===== config.mk =====
export PLATFORM = sky130hd
export DESIGN_NAME = branch_trap_cacheop_decode
export DESIGN_NICKNAME = d
export VERILOG_FILES = /design/src/core/bt_decode_pkg.sv /design/src/core/branch_trap_cacheop_decode.sv
export SDC_FILE = /design/constraint.sdc
export NUM_CORES = 1
export LEC_CHECK = 0
export ABC_AREA = 1
export BUFFER_PORTS_ARGS = -buffer_cell sky130_fd_sc_hd__buf_4
export CORE_MARGIN = 2
export CORE_UTILIZATION = 30
export CTS_BUF_LIST = sky130_fd_sc_hd__clkbuf_2 sky130_fd_sc_hd__clkbuf_4 sky130_fd_sc_hd__clkbuf_8
export DETAILED_ROUTE_END_ITERATION = 10
export HOLD_SLACK_MARGIN = 0.05
export SYNTH_ARGS = -nofsm -noshare
export SYNTH_HDL_FRONTEND = slang
export SYNTH_SLANG_ARGS = --single-unit

===== constraint.sdc =====
create_clock -name core_clk -period 2.5 [get_ports core_clk]
set_input_delay 0 -clock core_clk [delete_from_list [all_inputs] [get_ports core_clk]]
set_output_delay 0 -clock core_clk [all_outputs]
set_load 0.01 [all_outputs]

===== src/core/bt_decode_pkg.sv =====
// constants and types for the branch, trap and cache-op decoder
// Summary of operation
// - branch target: offset shifted left two, sign-extended, added to slot address
// - negative likely branch taken when sign bit set: bit 31 or 63
// - taken branch redirects the pc after the one delay-slot instruction
// - likely branches nullify the delay slot when the condition is false
// - unequal branches compare whole registers in 64-bit mode, low words in 32-bit mode; taken only when they differ
// - trap instruction raises a breakpoint exception at once, always
// - the 20-bit trap parameter field is ignored by hardware
// - cache op address is sign-extended offset plus base, then translated
// - the 5-bit sub-operation field chooses the maintenance operation
// - user/supervisor with coprocessor 0 disabled takes coprocessor unusable
// - unlisted combinations, other caches and uncached addresses are undefined
// - index ops pick the block from bits between size exponents, no tag match
// - index tag read picks the parity doubleword from block bits down to 3
// - fill with parity override writes parity from the parity error register
// - hit ops look up like data references and act only on a hit
// - write-back goes to the address held in the cache tag
// - cache ops may raise tlb refill or invalid, never tlb modified
// - bits 17:16 select cache: 0 instruction, 1 data, 2-3 undefined
// - bits 20:18 encode the operation on the selected cache
package bt_decode_pkg;
    localparam logic [5:0] op_reg_immediate_group = 6'h01;
    localparam logic [5:0] op_function_group = 6'h00;
    localparam logic [5:0] op_branch_unequal = 6'h05;
    localparam logic [5:0] op_branch_unequal_likely = 6'h15;
    localparam logic [5:0] op_cache = 6'h2f;
    localparam logic [4:0] rt_branch_negative_likely = 5'h02;
    localparam logic [5:0] fn_breakpoint = 6'h0d;
    localparam int opcode_hi = 31;
    localparam int opcode_lo = 26;
    localparam int rt_hi = 20;
    localparam int rt_lo = 16;
    localparam int fn_hi = 5;
    localparam int cache_sel_hi = 17;
    localparam int cache_sel_lo = 16;
    localparam int cache_op_hi = 20;
    localparam int cache_op_lo = 18;
    localparam int store_size_log2 = 12;
    localparam int block_size_log2 = 4;
    localparam int dword_lo = 3;
    localparam int index_w = store_size_log2 - block_size_log2;
    localparam int dword_w = block_size_log2 - dword_lo;
    localparam logic [1:0] cache_instr = 2'h0;
    localparam logic [1:0] cache_data = 2'h1;
    localparam logic [2:0] cop_index_inval = 3'h0;
    localparam logic [2:0] cop_index_load_tag = 3'h1;
    localparam logic [2:0] cop_index_store_tag = 3'h2;
    localparam logic [2:0] cop_create_dirty = 3'h3;
    localparam logic [2:0] cop_hit_inval = 3'h4;
    localparam logic [2:0] cop_hit_wb_inval = 3'h5;
    localparam logic [2:0] cop_hit_wb = 3'h6;
    localparam logic [1:0] mode_kernel = 2'h0;
    typedef enum logic [3:0] {
        act_none = 4'h0,
        act_index_inval = 4'h1,
        act_index_wb_inval = 4'h2,
        act_index_load_tag = 4'h3,
        act_index_store_tag = 4'h4,
        act_create_dirty = 4'h5,
        act_hit_inval = 4'h6,
        act_hit_wb_inval = 4'h7,
        act_fill = 4'h8,
        act_hit_wb = 4'h9,
        act_undefined = 4'hf
    } cache_act_t;
    typedef enum logic [0:0] {
        slot_idle = 1'b0,
        slot_pending = 1'b1
    } slot_state_t;
endpackage


===== src/core/branch_trap_cacheop_decode.sv =====
// decoder for likely/unequal branches, breakpoint trap and cache maintenance
`timescale 1ns/1ps
module branch_trap_cacheop_decode
    import bt_decode_pkg::*;
(
    // clock and reset
    input wire logic core_clk,
    input wire logic reset_n,
    // issued instruction
    input wire logic instr_valid,
    input wire logic [31:0] instr_word,
    input wire logic [63:0] instr_pc,
    input wire logic [63:0] src_a,
    input wire logic [63:0] src_b,
    // processor state
    input wire logic mode_64,
    input wire logic [1:0] priv_mode,
    input wire logic cop0_enable,
    input wire logic parity_override,
    input wire logic [7:0] parity_error_reg,
    // translation result
    input wire logic tlb_refill,
    input wire logic tlb_invalid,
    input wire logic tlb_modified,
    // branch control
    output logic redirect_valid,
    output logic [63:0] redirect_pc,
    output logic nullify_slot,
    // exceptions
    output logic break_exc,
    output logic cop_unusable_exc,
    output logic tlb_refill_exc,
    output logic tlb_invalid_exc,
    // cache operation
    output logic cache_op_valid,
    output cache_act_t cache_act,
    output logic [1:0] cache_sel,
    output logic [63:0] cache_vaddr,
    output logic [index_w-1:0] cache_index,
    output logic [dword_w-1:0] cache_dword,
    output logic cache_need_tag_match,
    output logic cache_wb_from_tag,
    output logic cache_parity_force,
    output logic [7:0] cache_parity_val
);

    // ignores the breakpoint code field entirely
    function automatic logic is_break(input logic [31:0] w);
        return w[opcode_hi:opcode_lo] == op_function_group &&
            w[fn_hi:0] == fn_breakpoint;
    endfunction

    function automatic cache_act_t decode_cop(input logic [1:0] sel,
        input logic [2:0] code);
        cache_act_t a;
        a = act_undefined;
        if (sel == cache_instr)
        begin
            unique case (code)
                cop_index_inval: a = act_index_inval;
                cop_index_load_tag: a = act_index_load_tag;
                cop_index_store_tag: a = act_index_store_tag;
                cop_hit_inval: a = act_hit_inval;
                cop_hit_wb_inval: a = act_fill;
                cop_hit_wb: a = act_hit_wb;
                default: a = act_undefined;
            endcase
        end
        else if (sel == cache_data)
        begin
            unique case (code)
                cop_index_inval: a = act_index_wb_inval;
                cop_index_load_tag: a = act_index_load_tag;
                cop_index_store_tag: a = act_index_store_tag;
                cop_create_dirty: a = act_create_dirty;
                cop_hit_inval: a = act_hit_inval;
                cop_hit_wb_inval: a = act_hit_wb_inval;
                cop_hit_wb: a = act_hit_wb;
                default: a = act_undefined;
            endcase
        end
        return a;
    endfunction

    logic [5:0] opcode;
    logic is_neg_likely;
    logic is_une;
    logic is_une_likely;
    logic is_branch;
    logic is_cache;
    logic cond;
    logic [63:0] a_w;
    logic [63:0] b_w;
    logic [63:0] off_ext;
    logic [63:0] slot_pc;
    logic [63:0] target;
    logic [63:0] cvaddr;
    logic cop_ok;
    cache_act_t act_dec;
    logic cache_go;
    cache_act_t act_issue;
    slot_state_t slot_reg;
    slot_state_t slot_next;
    logic [63:0] target_reg;
    logic taken_reg;
    logic likely_reg;

    assign opcode = instr_word[opcode_hi:opcode_lo];
    assign is_neg_likely = opcode == op_reg_immediate_group &&
        instr_word[rt_hi:rt_lo] == rt_branch_negative_likely;
    assign is_une = opcode == op_branch_unequal;
    assign is_une_likely = opcode == op_branch_unequal_likely;
    assign is_branch = instr_valid &&
        (is_neg_likely || is_une || is_une_likely);
    assign is_cache = instr_valid && opcode == op_cache;

    // 32-bit mode looks only at the low word
    assign a_w = mode_64 ? src_a : {32'h0, src_a[31:0]};
    assign b_w = mode_64 ? src_b : {32'h0, src_b[31:0]};

    always_comb
    begin
        if (is_neg_likely)
            cond = mode_64 ? src_a[63] : src_a[31];
        else
            cond = a_w != b_w;
    end

    assign off_ext = {{46{instr_word[15]}}, instr_word[15:0], 2'h0};
    assign slot_pc = instr_pc + 64'h4;
    always_comb
    begin
        target = slot_pc + off_ext;
        if (!mode_64)
            target = {{32{target[31]}}, target[31:0]};
    end

    assign cvaddr = src_a + {{48{instr_word[15]}}, instr_word[15:0]};
    assign cop_ok = priv_mode == mode_kernel || cop0_enable;
    assign act_dec = decode_cop(instr_word[cache_sel_hi:cache_sel_lo],
        instr_word[cache_op_hi:cache_op_lo]);
    // refused or faulting cache ops show no action at all
    assign cache_go = is_cache && cop_ok && !tlb_refill && !tlb_invalid;
    assign act_issue = cache_go ? act_dec : act_none;

    // remember the branch until the slot instruction issues
    always_comb
    begin
        slot_next = slot_reg;
        unique case (slot_reg)
            slot_idle:
                if (is_branch)
                    slot_next = slot_pending;
            slot_pending:
                if (instr_valid)
                    slot_next = slot_idle;
        endcase
    end

    always_ff @(posedge core_clk)
    begin
        if (!reset_n)
            slot_reg <= slot_idle;
        else
            slot_reg <= slot_next;
    end

    always_ff @(posedge core_clk)
    begin
        if (!reset_n)
        begin
            target_reg <= 64'h0;
            taken_reg <= 1'b0;
            likely_reg <= 1'b0;
        end
        else if (slot_reg == slot_idle && is_branch)
        begin
            target_reg <= target;
            taken_reg <= cond;
            likely_reg <= is_neg_likely || is_une_likely;
        end
    end

    // redirect and nullify issue with the slot instruction
    always_ff @(posedge core_clk)
    begin
        if (!reset_n)
        begin
            redirect_valid <= 1'b0;
            redirect_pc <= 64'h0;
            nullify_slot <= 1'b0;
        end
        else
        begin
            redirect_valid <= slot_reg == slot_pending && instr_valid &&
                taken_reg;
            redirect_pc <= target_reg;
            // plain unequal never nullifies
            nullify_slot <= slot_reg == slot_pending && instr_valid &&
                likely_reg && !taken_reg;
        end
    end

    always_ff @(posedge core_clk)
    begin
        if (!reset_n)
        begin
            break_exc <= 1'b0;
            cop_unusable_exc <= 1'b0;
            tlb_refill_exc <= 1'b0;
            tlb_invalid_exc <= 1'b0;
        end
        else
        begin
            break_exc <= instr_valid && is_break(instr_word);
            cop_unusable_exc <= is_cache && !cop_ok;
            // tlb_modified is deliberately dropped for cache ops
            tlb_refill_exc <= is_cache && cop_ok && tlb_refill;
            tlb_invalid_exc <= is_cache && cop_ok &&
                tlb_invalid && !tlb_refill;
        end
    end

    always_ff @(posedge core_clk)
    begin
        if (!reset_n)
        begin
            cache_op_valid <= 1'b0;
            cache_act <= act_none;
            cache_sel <= 2'h0;
            cache_vaddr <= 64'h0;
            cache_index <= '0;
            cache_dword <= '0;
            cache_need_tag_match <= 1'b0;
            cache_wb_from_tag <= 1'b0;
            cache_parity_force <= 1'b0;
            cache_parity_val <= 8'h0;
        end
        else
        begin
            cache_op_valid <= cache_go;
            cache_act <= act_issue;
            cache_sel <= instr_word[cache_sel_hi:cache_sel_lo];
            cache_vaddr <= cvaddr;
            cache_index <=
                cvaddr[store_size_log2-1:block_size_log2];
            cache_dword <=
                cvaddr[block_size_log2-1:dword_lo];
            // hit ops compare tags; index ops do not
            cache_need_tag_match <= act_issue == act_hit_inval ||
                act_issue == act_hit_wb_inval || act_issue == act_hit_wb ||
                act_issue == act_fill;
            cache_wb_from_tag <= act_issue == act_index_wb_inval ||
                act_issue == act_create_dirty || act_issue == act_hit_wb ||
                act_issue == act_hit_wb_inval;
            cache_parity_force <= act_issue == act_fill &&
                parity_override;
            cache_parity_val <= parity_error_reg;
        end
    end

    redirect_after_slot_a: assert property (
        @(posedge core_clk) disable iff (!reset_n)
        redirect_valid |-> $past(slot_reg) == slot_pending &&
            $past(instr_valid))
        else $error("redirect without a delay slot");

    unequal_no_nullify_a: assert property (
        @(posedge core_clk) disable iff (!reset_n)
        (slot_reg == slot_idle && is_branch && is_une) ##1
            (instr_valid [*1]) |=> !nullify_slot)
        else $error("plain unequal nullified slot");

    likely_false_null_a: assert property (
        @(posedge core_clk) disable iff (!reset_n)
        (slot_reg == slot_idle && is_branch && is_neg_likely && !cond)
            ##1 instr_valid |=> nullify_slot && !redirect_valid)
        else $error("false likely branch not nullified");

    neg_sign_taken_a: assert property (
        @(posedge core_clk) disable iff (!reset_n)
        (slot_reg == slot_idle && is_branch && is_neg_likely &&
            mode_64 && src_a[63]) ##1 instr_valid |=> redirect_valid)
        else $error("negative branch not taken");

    unequal_compare_a: assert property (
        @(posedge core_clk) disable iff (!reset_n)
        (slot_reg == slot_idle && is_branch && (is_une || is_une_likely) &&
            mode_64 && src_a != src_b) ##1 instr_valid |=> redirect_valid)
        else $error("unequal registers did not branch");

    target_formed_a: assert property (
        @(posedge core_clk) disable iff (!reset_n)
        slot_reg == slot_idle && is_branch && mode_64 |=>
            target_reg == $past(instr_pc) + 64'h4 +
            {{46{$past(instr_word[15])}}, $past(instr_word[15:0]), 2'h0})
        else $error("branch target wrong");

    narrow_target_a: assert property (
        @(posedge core_clk) disable iff (!reset_n)
        slot_reg == slot_idle && is_branch && !mode_64 |=>
            target_reg[63:32] == {32{target_reg[31]}})
        else $error("32-bit target not sign-extended");

    break_at_once_a: assert property (
        @(posedge core_clk) disable iff (!reset_n)
        instr_valid && is_break(instr_word) |=> break_exc)
        else $error("breakpoint not raised");

    cop_unusable_a: assert property (
        @(posedge core_clk) disable iff (!reset_n)
        is_cache && priv_mode != mode_kernel && !cop0_enable |=>
            cop_unusable_exc && !cache_op_valid)
        else $error("cop unusable missed");

    tlb_refill_taken_a: assert property (
        @(posedge core_clk) disable iff (!reset_n)
        is_cache && cop_ok && tlb_refill |=> tlb_refill_exc &&
            !tlb_invalid_exc && !cache_op_valid)
        else $error("tlb refill not raised");

    modified_ignored_a: assert property (
        @(posedge core_clk) disable iff (!reset_n)
        is_cache && cop_ok && tlb_modified && !tlb_refill &&
            !tlb_invalid |=> cache_op_valid && !tlb_refill_exc &&
            !tlb_invalid_exc)
        else $error("tlb modified blocked a cache op");

    cache_address_a: assert property (
        @(posedge core_clk) disable iff (!reset_n)
        is_cache |=> cache_vaddr == $past(src_a) +
            {{48{$past(instr_word[15])}}, $past(instr_word[15:0])})
        else $error("cache address wrong");

    index_block_a: assert property (
        @(posedge core_clk) disable iff (!reset_n)
        cache_op_valid |->
            cache_index == cache_vaddr[store_size_log2-1:block_size_log2] &&
            cache_dword == cache_vaddr[block_size_log2-1:dword_lo])
        else $error("cache index bits wrong");

    undefined_cache_a: assert property (
        @(posedge core_clk) disable iff (!reset_n)
        cache_op_valid && cache_sel[1] |-> cache_act == act_undefined)
        else $error("undefined cache decoded as real op");

    parity_force_a: assert property (
        @(posedge core_clk) disable iff (!reset_n)
        cache_parity_force |-> cache_act == act_fill &&
            $past(parity_override))
        else $error("parity forced wrongly");

    parity_value_a: assert property (
        @(posedge core_clk) disable iff (!reset_n)
        cache_parity_force |-> cache_parity_val == $past(parity_error_reg))
        else $error("parity value not from error register");

endmodule


# [After elaboration in Yosys (flattened, before gate mapping)]
# Cells that the tools add are included.
[classes] bitwise_logic=1 n_reduce_logical=36 multipliers=0 shift=0 add_sub_neg=3 magnitude_cmp=0 n_div=0 muxes=13 eq_ne=20
[op_table] cell="2-to-1 mux 64 bit" n=3
[op_table] cell="adder 64 bit" n=2
[op_table] cell="adder 64 x 3 -> 64 bit, second input constant" n=1
[op_table] cell="inequality test 64 bit" n=1
[op_table] cell="case mux 4 bit (7 select lines)" n=1
[op_table] cell="case mux 4 bit (6 select lines)" n=1
[op_table] cell="logical AND 1 bit" n=18
[op_table] cell="== test 4 x 3 -> 1 bit, second input constant" n=3
[op_table] cell="2-to-1 mux 4 bit" n=3
[op_table] cell="logical OR 1 bit" n=10
[op_table] cell="== test 3 bit, second input constant" n=3
[op_table] cell="== test 4 bit, second input constant" n=2
[op_table] cell="== test 3 x 2 -> 1 bit, second input constant" n=2
[op_table] cell="== test 6 x 1 -> 1 bit, second input constant" n=1
[op_table] cell="== test 6 x 3 -> 1 bit, second input constant" n=1
[op_table] cell="== test 6 x 4 -> 1 bit, second input constant" n=1
[op_table] cell="== test 6 x 5 -> 1 bit, second input constant" n=1
[op_table] cell="== test 6 bit, second input constant" n=1
[op_table] cell="logical NOT 6 bit" n=1
[op_table] cell="== test 5 x 2 -> 1 bit, second input constant" n=1
[op_table] cell="== test 4 x 2 -> 1 bit, second input constant" n=1
[op_table] cell="logical NOT 1 bit" n=4
[op_table] cell="logical NOT 2 bit" n=2
[op_table] cell="2-to-1 mux 1 bit" n=4
[op_table] cell="5 further kinds" n=5
[totals] output_inout_bits=161 n_memories=0 word_cells=94 latch_bits=0 ramBits=0 mem_bits_ro=0 reg_bits=228

# [Logic depth before layout (Yosys ltp)]
[logic_depth] ltp_word=10 ltp_mapped=17

# [Worst setup path before layout]
# OpenSTA, ideal clock, no wires.
[synth_timing] kind="input to register" start="input instr_word[1]" end="register target_reg[36]" stages=15 t_arrival_ns=1.990 slack_ns=0.444 t_required_ns=2.434 n_path_buf=1 setup_ns=0.066 cell_sequence="ha_1 -> ha_1 -> fa_1 -> nand3_1 -> nand3_2 -> nand3_1 -> nand3_2 -> nand2_2 -> nand2_2 -> nand2_1 -> nand3_1 -> nand2_1 -> inv_2 -> buf_6 -> a21oi_2"
[synth_via] elab_chain_len=2
[synth_lines] item="from (decl)" line="branch_trap_cacheop_decode.sv:11" rtl="input wire logic [31:0] instr_word,"
[synth_lines] item="adder 64 bit" line="branch_trap_cacheop_decode.sv:133" rtl="target = slot_pc + off_ext;"
[synth_lines] item="2-to-1 mux 64 bit" line="branch_trap_cacheop_decode.sv:134" rtl="if (!mode_64)"
[synth_lines] item="to (signal assigned)" line="branch_trap_cacheop_decode.sv:178" rtl="target_reg <= target;"
[synth_lines] item="to (decl)" line="branch_trap_cacheop_decode.sv:104" rtl="logic [63:0] target_reg;"
# Every way passes these cells.
# A chain may end at the register's enable or synchronous reset.

# [Worst setup path after layout]
[layout_timing] start="input src_a[2]" end="register cache_vaddr[2]"
[layout_via] elab_chain_len=1
[layout_lines] item="from (decl)" line="branch_trap_cacheop_decode.sv:13" rtl="input wire logic [63:0] src_a,"
[layout_lines] item="adder 64 bit" line="branch_trap_cacheop_decode.sv:138" rtl="assign cvaddr = src_a + {{48{instr_word[15]}}, instr_word[15:0]};"
[layout_lines] item="to (signal assigned)" line="branch_trap_cacheop_decode.sv:244" rtl="cache_vaddr <= cvaddr;"
[layout_lines] item="to (decl)" line="branch_trap_cacheop_decode.sv:38" rtl="output logic [63:0] cache_vaddr,"
# Every way passes these cells.

==> summary.md <==
| Metric | Value |
|---|---|
| IO Count | `404` |
| Die width | `252 um` |
| Synth unique cells | `48` |
| FFs w/ async S/R, synth | `0` |
| Max Clock Freq | `401 MHz` |
| Die height | `between 200 and 300 um` |
| Via count | `21100` |
| Pins Over Slew Limit | `0` |
| Wire length per cell | `about 16 um` |
| Synthesized instance count | `a little over 3000` |
| Status | `complete, no violations` |
| Comb pwr share | `0.377` |
| Clock Tree Buf Depth | `3` |
| Core Area | `slightly above 0.06 mm2` |
| Worst vdd ir | `approximately 0.35 mV` |
| Syn avg cell area | `between 6 and 7 um2` |
| Clock share of power | `0.325` |
| Slew margin rel. | `0.535` |
| Period minus WS final | `2.49 ns` |
| Vias in the first global route | `20400` |
| Drt first pass iters | `6` |
| Period utilization | `0.998` |
| Most frequent cell after synthesis | `nand2_1` |
| Tot GR Track Use | `0.229` |
| Drt via density | `about 4.6` |
| Worst-Margin Slew | `between 0.6 and 0.7 ns` |
| Worst-skew pair later-pin latency | `around 0.61 ns` |
| Share of layout cells above drive strength 1 | `0.199` |
| Predominant post-synthesis flop cell | `dfxtp_1` |
| Sw Pwr | `roughly 4400 uW` |
| Skew final | `about 0.031 ns` |
| Final setup vio count | `0` |
| Worst Path Arrival | `between 3 and 4 ns` |
| DRT antenna net count | `0` |
| Area growth syn-to-layout | `42.6%` |
| Area post-placement | `0.0237 mm2` |
| Clock buffer count from CTS | `42` |
| I/O Buffers | `a little under 400` |
| CP Max Fanout | `2` |
| Placer Congestion | `0.962` |
| Share of the synthesized area in the top cell type | `0.238` |
| Largest cells by area after synthesis | `dfxtp_1 24%, nand2_1 19%, ha_1 12%` |
| TritonCTS sink count | `approximately 220` |
| Detailed-placement wirelength estimate | `approximately 62000 um` |
| Post-synth EDFFs | `0` |
| DRC Markers | `0` |
| Top post-synthesis cells by count | `910 x nand2_1, 565 x inv_1, 367 x nor2_1, 219 x dfxtp_1, 199 x a21oi_1` |
| Post-Route WL | `between 70000 and 80000 um` |
| Synth area leader | `dfxtp_1` |
| Remaining global-route overflow | `0` |
| PD cells | `between 400 and 500 mW/mm2` |
| Critical path type | `in2reg` |
| Cell row count | `90` |
| CTS root buffer | `clkbuf_8` |
| Critical path launch point type | `primary input` |
| CP Capture Type | `flop` |
| Worst Path Required | `3.05 ns` |
| Cell Int Power | `8040 uW` |
| Min-delay worst type | `in2reg` |
| Antenna violations before repair | `3` |
| H-tree depth | `2` |
| Cell Area, Synth | `0.0184 mm2` |
| Tot Pwr | `12500 uW` |
| Fillers | `approximately 6400` |
| Post-route cell area | `approximately 0.026 mm2` |
| Synth warnings | `0` |
| Sequential share of the synthesized area | `0.238` |
| Layout net count | `around 4200` |
| RSZ-0062 raised after global routing | `true` |
| Leak | `around 0.014 uW` |
| Max cap viols | `0` |
| Syn nets | `about 3500` |
| Switch share | `0.354` |
| CTS tree | `done` |
| First-pass GRT wire length | `around 110000 um` |
| Die area | `roughly 0.063 mm2` |
| Largest net degree at the start of global routing | `between 100 and 150` |
| Final Hold Vio Count | `0` |
| Effective utilization at floorplan | `0.305` |
| Iter 0 DRT Violations | `roughly 1200` |
| Register share of total power | `0.298` |
| Worst-path clk slew | `around 0.060 ns` |
| Fin util | `0.434` |
| Post-synthesis register bit count | `roughly 220` |
-- cells by family (layout without fill, tap and decap cells) --
kind of cell | after synthesis | count (layout) | synth area share
AOI/OAI and AO/OA | 404 | 404 | 0.125
xor gates and xnor gates | 79 | 79 | 0.0375
adders and majority gates | 186 | 186 | 0.127
buffers and inverters | 624 | 1407 | 0.131
DFF | 219 | 219 | 0.238
other | 0 | 2 | 0
and+or+nand+nor | 1536 | 1536 | 0.342
-- per-stage QoR --
stage / TNS, ns / std cells / setup WS [ns] / hold WS, ns
2_1_floorplan: 0 / 3048 / 0.444 / 0.0935
3_3_place_gp: 0 / 4382 / 0.00187 / 0.181
3_5_place_dp: 0 / 4382 / 0.0209 / 0.184
4_1_cts: 0 / 4611 / 0.0419 / 0.0502
5_1_grt: -0.0335 / 4614 / -0.0264 / 0.103
6_report: 0 / 4615 / 0.00612 / 0.0845
-- cell usage in the layout, fill, tap and decap left out, drive strengths merged, types with 23 or more instances in the layout --
master | netlist | routed
a21oi | 220 | 220
ha | 184 | 184
buf | 26 | 596
dlygate4sd3 | 0 | 160
xnor2 | 33 | 33
inv | 580 | 581
nand2 | 925 | 925
o21ai | 111 | 111
clkbuf | 16 | 56
nand4 | 23 | 23
dfxtp | 219 | 219
nor2 | 385 | 385
nor3 | 24 | 24
nand3 | 140 | 140
xor2 | 46 | 46
-- area by class of cell --
class | count | area, um2 | area share
tap | 782 | 978 | 0.0372
sequential | 219 | 4380 | 0.167
inverter | 582 | 2180 | 0.0831
antenna | 2 | 5.00 | 0.000190
multi-input combinational | 2205 | 11700 | 0.444
clock inverter | 13 | 201 | 0.00766
timing repair buffer | 756 | 6140 | 0.233
clock buffer | 56 | 721 | 0.0274
-- metal layers --
metal  track usage  share of wire  vias to the layer above
met5             0              0                        -
met2         0.417           0.49                      573
met3        0.0255          0.046                      133
li1              -              -                    11000
met1         0.279           0.43                     9358
met4        0.0784          0.034                        0
-- worst max-delay path, cell delays in order --
cell           delay, ns
dlygate4sd3_1       0.54
buf_4               0.16
ha_1                0.28
dlygate4sd3_1       0.58
nand2_1             0.10
dlygate4sd3_1       0.56
nand2_1             0.05
nor2_1              0.17
dlygate4sd3_1       0.60
-- final timing paths --
path	end	cells past startpoint	from	slack, ns
worst max register to register	target_reg[17]	5	slot_reg	0.85
worst min-delay path	target_reg[8]	5	instr_pc[8]	0.08
worst max-delay path	cache_vaddr[2]	9	src_a[2]	0.006
worst min register to register	redirect_pc[0]	2	target_reg[0]	0.42
-- power by group through the flow --
stage               clock [uW]  sequential, uW  combinational [uW]
finish                    4060            3710                4690
global route              4310            3720                5190
CTS                       4160            3720                4650
detailed placement           0            3790                4410
global placement             0            3790                4400
floorplan                    0            3830                2340
-- what timing repair did --
| item | 4_1_cts | 5_1_grt |
|---|---|---|
| buffers inserted | 0 | 2 |
| hold endpoints to repair | 143 | 1 |
| gates resized for setup | 0 | 12 |
| setup endpoints to repair | 0 | 50 |
| hold buffers | 160 | 1 |
Power figures use the tool's default switching activity.
